### src/lpws_params.svh
// Constants for the low-power mode wake sequencer
`ifndef LPWS_PARAMS_SVH
`define LPWS_PARAMS_SVH
// ==========================
// Register offsets
`define LPWS_OFS_CTRL_ONE 8'h00
`define LPWS_OFS_CTRL_TWO 8'h01
`define LPWS_OFS_WARM 8'h02
`define LPWS_OFS_STATUS 8'h03
// ==========================
// Field positions
`define LPWS_B_HALT 0
`define LPWS_B_KEYLVL 1
`define LPWS_B_VDEN 2
`define LPWS_B_DOZE 0
`define LPWS_B_MODE_LO 1
`define LPWS_B_MODE_HI 2
// ==========================
// Reset values and timing
`define LPWS_RST_BYTE 8'h00
`define LPWS_RST_WARM 8'hFF
`define LPWS_ZERO_CNT 8'h00
`define LPWS_ONE_CNT 8'h01
`define LPWS_MC_NS 400
`define LPWS_CLK_NS 100
`define LPWS_MC_CLKS 3'((`LPWS_MC_NS + `LPWS_CLK_NS - 1) / `LPWS_CLK_NS)
`define LPWS_ZERO_MC 3'h0
`define LPWS_ONE_MC 3'h1
`endif

### src/lpws_pkg.sv
// Types for the low-power mode wake sequencer
`default_nettype none
package lpws_pkg;
  typedef enum logic [2:0] {
    LPWS_RUN = 3'h0,
    LPWS_HALT = 3'h1,
    LPWS_VDRST = 3'h2,
    LPWS_WARM = 3'h3,
    LPWS_DOZE = 3'h4
  } lpws_state_t;
  typedef enum logic [1:0] {
    LPWS_SINGLE_FAST = 2'h0,
    LPWS_DUAL_FAST = 2'h1,
    LPWS_DUAL_SLOW = 2'h2
  } lpws_mode_t;
  typedef struct packed {
    logic fast_en;
    logic slow_en;
  } lpws_osc_t;
endpackage
`default_nettype wire

### src/lpws_seq.sv
// Deep-halt and doze sequencer with warm-up counter
`include "lpws_params.svh"
`default_nettype none
// How it works
// - Key pin at programmed level ends halt
// - Key level ignored once warm-up started
// - Low supply ends halt, asserts reset
// - Recovery drops reset, warms, single fast
// - Recovery within one machine cycle ignored
// - Restart oscillators of prior run mode
// - Core frozen during warm-up count
// - Resume after halt, clear dividers
// - Single fast mode starts fast oscillator
// - Dual fast mode starts both oscillators
// - Dual slow mode starts slow oscillator
// - Dual fast warm-up uses fast clock
// - Doze stops CPU and watchdog
// - Doze keeps memory, registers, latches
// - Doze holds program counter two ahead
// - Writing doze bit enters doze
// - Pending wake refuses doze entry
// - Watchdog interrupt skips doze entry
// - Writing halt bit enters deep halt
// - Enabled latch ends doze, clears bit
// - Service wake interrupt if master enabled
module lpws_seq (
  // Clock and reset
  input wire logic sys_clk,
  input wire logic reset_n,
  // Register port
  input wire logic [7:0] addr,
  input wire logic [7:0] wdata,
  input wire logic wr_stb,
  input wire logic rd_stb,
  output logic [7:0] rdata,
  // Pins
  input wire logic key_wake_pin,
  input wire logic supply_low_pin,
  // Core side
  input wire logic [7:0] irq_latch,
  input wire logic [7:0] per_source_irq_enable,
  input wire logic master_irq_enable,
  input wire logic wdt_irq,
  input wire logic fast_tick,
  input wire logic slow_tick,
  // Outputs
  output lpws_pkg::lpws_osc_t osc,
  output logic core_freeze,
  output logic wdt_stop,
  output logic slow_doze,
  output logic vd_reset,
  output logic resume,
  output logic div_clear,
  output logic irq_service,
  output logic warm_src_fast
);
  // ==========================
  // Pin synchronisers
  logic key_m, key_s, low_m, low_s, low_d;
  always_ff @(posedge sys_clk or negedge reset_n) begin
    if (!reset_n) begin
      key_m <= 1'b0;
      key_s <= 1'b0;
      low_m <= 1'b0;
      low_s <= 1'b0;
      low_d <= 1'b0;
    end else begin
      key_m <= key_wake_pin;
      key_s <= key_m;
      low_m <= supply_low_pin;
      low_s <= low_m;
      low_d <= low_s;
    end
  end
  logic recovered;
  assign recovered = low_d & ~low_s;
  // ==========================
  // State
  lpws_pkg::lpws_state_t state, next_state;
  lpws_pkg::lpws_mode_t mode, next_mode;
  logic [7:0] ctrl_one, next_ctrl_one;
  logic doze_bit, next_doze_bit;
  logic [7:0] warm_ld, next_warm_ld;
  logic [7:0] warm_cnt, next_warm_cnt;
  logic [2:0] guard, next_guard;
  logic [7:0] rdata_n;
  logic next_resume, next_div_clear, next_irq_service;
  logic wake_pending, wr1, wr2, key_hit, vd_en;
  assign wake_pending = |(irq_latch & per_source_irq_enable);
  assign wr1 = wr_stb && (addr == `LPWS_OFS_CTRL_ONE);
  assign wr2 = wr_stb && (addr == `LPWS_OFS_CTRL_TWO);
  assign vd_en = ctrl_one[`LPWS_B_VDEN];
  assign key_hit = (key_s == ctrl_one[`LPWS_B_KEYLVL]);
  logic tick;
  // Fast clock feeds the divider unless slow run mode
  assign warm_src_fast = (mode != lpws_pkg::LPWS_DUAL_SLOW);
  assign tick = warm_src_fast ? fast_tick : slow_tick;
  always_comb begin
    next_state = state;
    next_mode = mode;
    next_ctrl_one = ctrl_one;
    next_doze_bit = doze_bit;
    next_warm_ld = warm_ld;
    next_warm_cnt = warm_cnt;
    next_guard = (guard != `LPWS_ZERO_MC) ? guard - `LPWS_ONE_MC : guard;
    next_resume = 1'b0;
    next_div_clear = 1'b0;
    next_irq_service = 1'b0;
    if (wr_stb && addr == `LPWS_OFS_WARM) begin
      next_warm_ld = wdata;
    end
    if (wr1) begin
      next_ctrl_one = wdata;
    end
    if (wr2 && state == lpws_pkg::LPWS_RUN) begin
      next_mode = lpws_pkg::lpws_mode_t'(wdata[`LPWS_B_MODE_HI:`LPWS_B_MODE_LO]);
    end
    case (state)
      lpws_pkg::LPWS_RUN: begin
        if (wr1 && wdata[`LPWS_B_HALT]) begin
          next_state = lpws_pkg::LPWS_HALT;
          next_guard = `LPWS_MC_CLKS;
        end else if (wr2 && wdata[`LPWS_B_DOZE]) begin
          // Refusal leaves the bit clear; watchdog is serviced instead
          if (wake_pending || wdt_irq) begin
            next_doze_bit = 1'b0;
            next_irq_service = wdt_irq;
          end else begin
            next_doze_bit = 1'b1;
            next_state = lpws_pkg::LPWS_DOZE;
          end
        end
      end
      lpws_pkg::LPWS_HALT: begin
        if (vd_en && low_s) begin
          next_state = lpws_pkg::LPWS_VDRST;
        end else if (key_hit) begin
          next_state = lpws_pkg::LPWS_WARM;
          next_warm_cnt = warm_ld;
        end else if (recovered && guard == `LPWS_ZERO_MC) begin
          // A recovery edge too close to entry is dropped
          next_state = lpws_pkg::LPWS_WARM;
          next_warm_cnt = warm_ld;
        end
      end
      lpws_pkg::LPWS_VDRST: begin
        next_mode = lpws_pkg::LPWS_SINGLE_FAST;
        if (!low_s) begin
          next_state = lpws_pkg::LPWS_WARM;
          next_warm_cnt = warm_ld;
        end
      end
      lpws_pkg::LPWS_WARM: begin
        // Key level no longer looked at here
        if (warm_cnt == `LPWS_ZERO_CNT) begin
          next_state = lpws_pkg::LPWS_RUN;
          next_ctrl_one[`LPWS_B_HALT] = 1'b0;
          next_resume = 1'b1;
          next_div_clear = 1'b1;
        end else if (tick) begin
          next_warm_cnt = warm_cnt - `LPWS_ONE_CNT;
        end
      end
      lpws_pkg::LPWS_DOZE: begin
        if (wake_pending) begin
          next_state = lpws_pkg::LPWS_RUN;
          next_doze_bit = 1'b0;
          next_resume = 1'b1;
          next_irq_service = master_irq_enable;
        end
      end
      default: next_state = lpws_pkg::LPWS_RUN;
    endcase
    if (state != lpws_pkg::LPWS_RUN && state != lpws_pkg::LPWS_WARM) begin
      next_ctrl_one[`LPWS_B_HALT] = ctrl_one[`LPWS_B_HALT] |
        (state == lpws_pkg::LPWS_HALT || state == lpws_pkg::LPWS_VDRST);
    end
  end
  always_ff @(posedge sys_clk or negedge reset_n) begin
    if (!reset_n) begin
      state <= lpws_pkg::LPWS_RUN;
      mode <= lpws_pkg::LPWS_SINGLE_FAST;
      ctrl_one <= `LPWS_RST_BYTE;
      doze_bit <= 1'b0;
      warm_ld <= `LPWS_RST_WARM;
      warm_cnt <= `LPWS_ZERO_CNT;
      guard <= `LPWS_ZERO_MC;
      resume <= 1'b0;
      div_clear <= 1'b0;
      irq_service <= 1'b0;
      rdata <= `LPWS_RST_BYTE;
    end else begin
      state <= next_state;
      mode <= next_mode;
      ctrl_one <= next_ctrl_one;
      doze_bit <= next_doze_bit;
      warm_ld <= next_warm_ld;
      warm_cnt <= next_warm_cnt;
      guard <= next_guard;
      resume <= next_resume;
      div_clear <= next_div_clear;
      irq_service <= next_irq_service;
      rdata <= rdata_n;
    end
  end
  // ==========================
  // Read decode
  always_comb begin
    rdata_n = `LPWS_RST_BYTE;
    if (rd_stb) begin
      if (addr == `LPWS_OFS_CTRL_ONE) begin
        rdata_n = ctrl_one;
      end else if (addr == `LPWS_OFS_CTRL_TWO) begin
        rdata_n = {5'h00, mode, doze_bit};
      end else if (addr == `LPWS_OFS_WARM) begin
        rdata_n = warm_ld;
      end else if (addr == `LPWS_OFS_STATUS) begin
        rdata_n = {warm_cnt[7:3], state};
      end
    end
  end
  // ==========================
  // Clock and core control
  logic osc_live;
  assign osc_live = (state != lpws_pkg::LPWS_HALT) && (state != lpws_pkg::LPWS_VDRST);
  // Oscillator set follows the mode register: the mode from before halt, or single fast after detector reset
  assign osc.fast_en = osc_live && (mode != lpws_pkg::LPWS_DUAL_SLOW);
  assign osc.slow_en = osc_live && (mode != lpws_pkg::LPWS_SINGLE_FAST);
  // Freeze holds PC, memory and latches as they stood
  assign core_freeze = (state != lpws_pkg::LPWS_RUN);
  assign wdt_stop = core_freeze;
  assign slow_doze = (state == lpws_pkg::LPWS_DOZE) && (mode == lpws_pkg::LPWS_DUAL_SLOW);
  assign vd_reset = (state == lpws_pkg::LPWS_VDRST);
endmodule // lpws_seq
`default_nettype wire

### config.mk
export PLATFORM = sky130hd
export DESIGN_NAME = lpws_seq
export DESIGN_NICKNAME = d
export VERILOG_FILES = /design/src/lpws_pkg.sv /design/src/lpws_seq.sv
export VERILOG_INCLUDE_DIRS = /design/src
export SDC_FILE = /design/constraint.sdc
export NUM_CORES = 1
export LEC_CHECK = 0
export BUFFER_PORTS_ARGS = -buffer_cell sky130_fd_sc_hd__clkbuf_2
export CORE_ASPECT_RATIO = 0.5
export CORE_MARGIN = 4
export CORE_UTILIZATION = 55
export CTS_CLUSTER_DIAMETER = 30
export DETAILED_ROUTE_END_ITERATION = 7
export GPL_TIMING_DRIVEN = 0
export PLACE_DENSITY = 0.78
export SYNTH_ARGS = -nofsm -noshare
export SYNTH_HDL_FRONTEND = slang
export SYNTH_SLANG_ARGS = --single-unit
### constraint.sdc
create_clock -name sys_clk -period 6 [get_ports sys_clk]
set_input_delay 1.8 -clock sys_clk [delete_from_list [all_inputs] [get_ports sys_clk]]
set_output_delay 1.8 -clock sys_clk [all_outputs]
set_load 0.01 [all_outputs]
# After elaboration in Yosys (flattened, before gate mapping)
# Index checks and enable logic that the tools add are counted.
# word_totals
regBits	49
input_bits	42
out_inout_bits	18
word_cells	123
# classes
n_addsub	2
eq_ne	25
muxes	46
bitwise_logic	4
n_reduce_logical	29
# op_table
cell	count
8-bit two-way mux	11
3-bit two-way mux	12
8-bit case mux with 3 select lines	1
8-bit by 2-bit equality test with 1-bit output, second input constant	2
8-bit logical NOT	2
1-bit two-way mux	16
2-bit != test, second input constant	8
3-bit case mux with 5 select lines	1
1-bit logical AND	13
6-bit AND reduction	2
3-bit nonzero test	3
8-bit AND	1
8-bit by 1-bit equality test with 1-bit output, second input constant	1
8-bit OR reduction	1
8-bit by 1-bit subtractor with 8-bit output, second input constant	1
3-bit by 2-bit equality test with 1-bit output, second input constant	2
3-bit logical NOT	2
3-bit by 1-bit != test with 1-bit output, second input constant	2
3-bit by 2-bit != test with 1-bit output, second input constant	2
3-bit != test, second input constant	2
1-bit case mux with 2 select lines	3
2-bit nonzero test	3
2-bit two-way mux	2
4-bit != test, second input constant	1
11 further kinds	12

# Depth between registers and ports, before layout
# logic_depth
depth_word	7
mapped_depth	9
ltp_nobuf	8

# Worst setup path after synthesis
# OpenSTA, ideal clock, no wires.
# synth_path
kind	in2reg
from	input slow_tick
to	register warm_cnt[1]
setup_ps	125
t_arrival_ps	3054
required_time_ps	5875
path_slack_ps	2821
stages	6
n_path_buf	1
path_cell_list	and3b_1 a211o_1 a32oi_2 or2_1 buf_6 mux2_4
# synth_via
elab_chain_len	3
# synth_rtl
item	line_no	rtl
start: declaration	lpws_seq.sv:45	input wire logic slow_tick,
1-bit two-way mux	lpws_seq.sv:97	assign tick = warm_src_fast ? fast_tick : slow_tick;
2-bit != test (no source line)	n/a	
6-bit AND reduction (no source line)	n/a	
end signal: assignment	lpws_seq.sv:186	warm_cnt <= `LPWS_ZERO_CNT;
end signal: assignment	lpws_seq.sv:198	warm_cnt <= next_warm_cnt;
end: declaration	lpws_seq.sv:84	logic [7:0] warm_cnt, next_warm_cnt;
# No other way between the ends.
# A chain may end at the register's enable or synchronous reset.

# Final worst setup path
# layout_path
from	register state[0]
to	output wdt_stop
# layout_via
elab_chain_len	1
# layout_rtl
item	line_no	rtl
start: declaration	lpws_seq.sv:79	lpws_pkg::lpws_state_t state, next_state;
start signal: assignment	lpws_seq.sv:181	state <= lpws_pkg::LPWS_RUN;
start signal: assignment	lpws_seq.sv:193	state <= next_state;
3-bit nonzero test	lpws_seq.sv:230	assign core_freeze = (state != lpws_pkg::LPWS_RUN);
end: declaration	lpws_seq.sv:49	output logic wdt_stop,
# No other way between the ends.

==> results.cfg <==
[flow_run]
cap_viol_max_count = 0

[yosys]
ys_seq_area_share_pct = 48.4
synth_edf_count = 0
syn_avg_cell_area_sq_um = 11.0
yosys-top-cells-count = 41 x dfrtp_1, 25 x nor2_1, 21 x mux2_2, 17 x o21ai_0, 12 x inv_1
synth_area_sq_mm = 0.00255
synth_area_leaders = dfrtp_1 40%, mux2_2 9.3%, dfstp_2 8.2%
synth.most_common_cell = dfrtp_1
syn_inst = 233
ys_ff_latch = 49
synth_top_area_share_pct = 40.2
synth_fp_nets = 280
synth_top_flop_cell = dfrtp_1
synth-warning-count = 0
yosysUniqueCellTypes = 53
yosysTopAreaCell = dfrtp_1
async_flop_share_pct = 100

[clock_tree]
hold_buffers = 0
cts_max_level = 2
clock_latency_ns = 0.30
cts_resized = 0
cts_tree = done
post_cts_buffers = 0
cts_buffers = 5
cts_buffer_depth = 2
clkSinkCount = 49
clk_pin_slew_ns = 0.09
cts_root_buf = clkbuf_8

[finish]
n_antenna_cell = 0
fin_cells = 357
final_util_pct = 67.8
nNetsFinal = 346
design_area_sq_mm = 0.00301
fillers = 353
multi_input_area_sq_mm = 0.00123
register_area_sq_mm = 0.00124
drive_above_1_share_pct = 38.0
area_growth_pct = 17.9

[sta]
finalSetupViolCount = 0
worstMarginPinSlew_ns = 1.17
max_slew_margin_pct = 21.8
fin_skew_ns = 0.00623
rsz0062_at_grt = no
hold_viol_final = 0
setup_tns_ns = 0
whs_ns = 0.360
fin_crit_sh_pct = 58.5
fmaxAchievable_ghz = 0.285
period_needed_ns = 3.51
drv_slew = 0

[floorplanning]
io_pins = 60
die_width_um = 104
rows = 17
die_y_um = 56.2
floorplan.initialDensity_pct = 57.5
fp.dieArea_sq_mm = 0.00587
core_area_sq_mm = 0.00445

[routing]
avgRoutedWirePerCell_um = 15.8
routed_wl_um = 5640
avgViaCountPerCell = 5.75
final_antenna_net_count = 0
route.detailed.drc = 0
via_count = 2051
drt_iter0_markers = 76
dr.pass1.iters = 4

[setup_path]
r2r_start = guard[0]$_DFF_PN0_
worst-setup-path-type = reg -> out
crit_end = wdt_stop
crit_required_ns = 4.20
cp_data_arrival_time_ns = 1.71
worst-path-max-fanout = 10
critPathCaptureType = primary output
rrSetupSlack_ns = 3.75
critPathLaunch = state[0]$_DFFE_PN0P_
rr_worst_depth = 9
crit_path_start_kind = register
reg2reg_to = warm_cnt[1]$_DFFE_PN0P_

[grt]
grt_remaining_overflow = 0
grt_pass1_vias = 2121
grt_pass1_wl_um = 9520
antenna_found_initial = 0
grt_usage_pct = 20.3
grt_max_degree = 50

[pwr]
ir_drop_mv = 0.136
p_sw_w = 0.000248
p_comb_share_pct = 25.2
swShare_pct = 32.1
power.sequential.fraction_pct = 49.6
p_int_w = 0.000524
power_density_mw_per_mm2 = 256
clockPowerShare_pct = 25.2
leakagePower_nw = 1.46

[placed_design]
place_area_sq_mm = 0.00292
gp_congestion = 0.870
dp.cells = 349
io_buffers = 59
dp_hpwl_um = 4340

[hold_path]
hp-class = reg -> reg

[status]
status = finished clean
[cell usage in the layout (no fill, tap or decap), types with 6 or more instances in the layout]
cell,instances
nor2_1,25
a21oi_1,10
and2_1,6
o21ai_0,17
a22oi_1,11
nand2_1,11
dfstp_2,8
inv_1,12
dfrtp_1,41
mux2_2,21
clkbuf_2,59
[flip-flops by register name (all words and copies together), names as in the netlist]
register     flops
ctrl_one         8
rdata            8
warm_cnt         8
warm_ld          8
guard            3
state            3
mode             2
div_clear        1
doze_bit         1
irq_service      1
key_m            1
key_s            1
low_d            1
low_m            1
low_s            1
resume           1
[through the flow]
stage | power, W | setup WS (ns)
after global placement | 0.000572 | 2.52
after global routing | 0.000825 | 2.34
final | 0.000772 | 2.49
after CTS | 0.000778 | 2.50
after floorplan | 0.000512 | 2.82
after detailed placement | 0.000585 | 2.51
[critical path: stages, from the launching register on]
cell,delay (ns)
dfrtp_1,0.38
buf_2,0.19
nor3_1,0.38
inv_1,0.18
buf_4,0.17
clkbuf_2,0.12
[cell families (layout without fill, tap and decap cells)]
kind of cell	count (synthesis)	count (layout)	share of synthesized area, %
fa+ha+maj	5	5	2.45
xor+xnor	2	2	0.686
mux	28	28	13.8
buf+inv	21	88	3.62
flops	49	49	48.4
compound gates	52	52	13.4
simple gates	76	76	17.6
[metal layers]
layer | vias to the layer above | global-route usage [%] | part of all wire [%] | wire length (um)
li1 | 979 | - | - | -
met4 | 0 | 6.44 | 1.6 | 93
met3 | 10 | 4.40 | 4.4 | 248
met1 | 1014 | 24.5 | 42 | 2390
met2 | 48 | 36.3 | 51 | 2900
met5 | - | 0 | 0 | 0
[layout make-up]
type	instances	area share, %
plain buffers	8	1.45
clock buffers	5	2.28
clock inverters	3	0.748
inverters	13	1.62
multi-input cells	163	40.7
flip-flops and latches	49	41.0
well taps	57	2.37
repair buffers	59	9.80
[power by group through the flow]
| stage | combinational (W) | clock (W) | sequential [W] |
|---|---|---|---|
| 2_1_floorplan | 0.000127 | 0 | 0.000385 |
| 3_3_place_gp | 0.000185 | 0 | 0.000387 |
| 3_5_place_dp | 0.000195 | 0 | 0.000389 |
| 4_1_cts | 0.000197 | 0.000198 | 0.000383 |
| 5_1_grt | 0.000222 | 0.000217 | 0.000387 |
| 6_report | 0.000195 | 0.000195 | 0.000383 |
[worst min-delay path by stage]
stage | start | endpoint | slack [ns] | depth (start not counted)
2_1_floorplan | key_m$_DFF_PN0_ | key_s$_DFF_PN0_ | 0.33 | 0
3_3_place_gp | low_m$_DFF_PN0_ | low_s$_DFF_PN0_ | 0.33 | 0
3_5_place_dp | low_m$_DFF_PN0_ | low_s$_DFF_PN0_ | 0.34 | 0
4_1_cts | low_m$_DFF_PN0_ | low_s$_DFF_PN0_ | 0.36 | 0
5_1_grt | key_m$_DFF_PN0_ | key_s$_DFF_PN0_ | 0.38 | 0
6_report | low_m$_DFF_PN0_ | low_s$_DFF_PN0_ | 0.36 | 0
No activity file was read; power rests on OpenSTA's default activity.
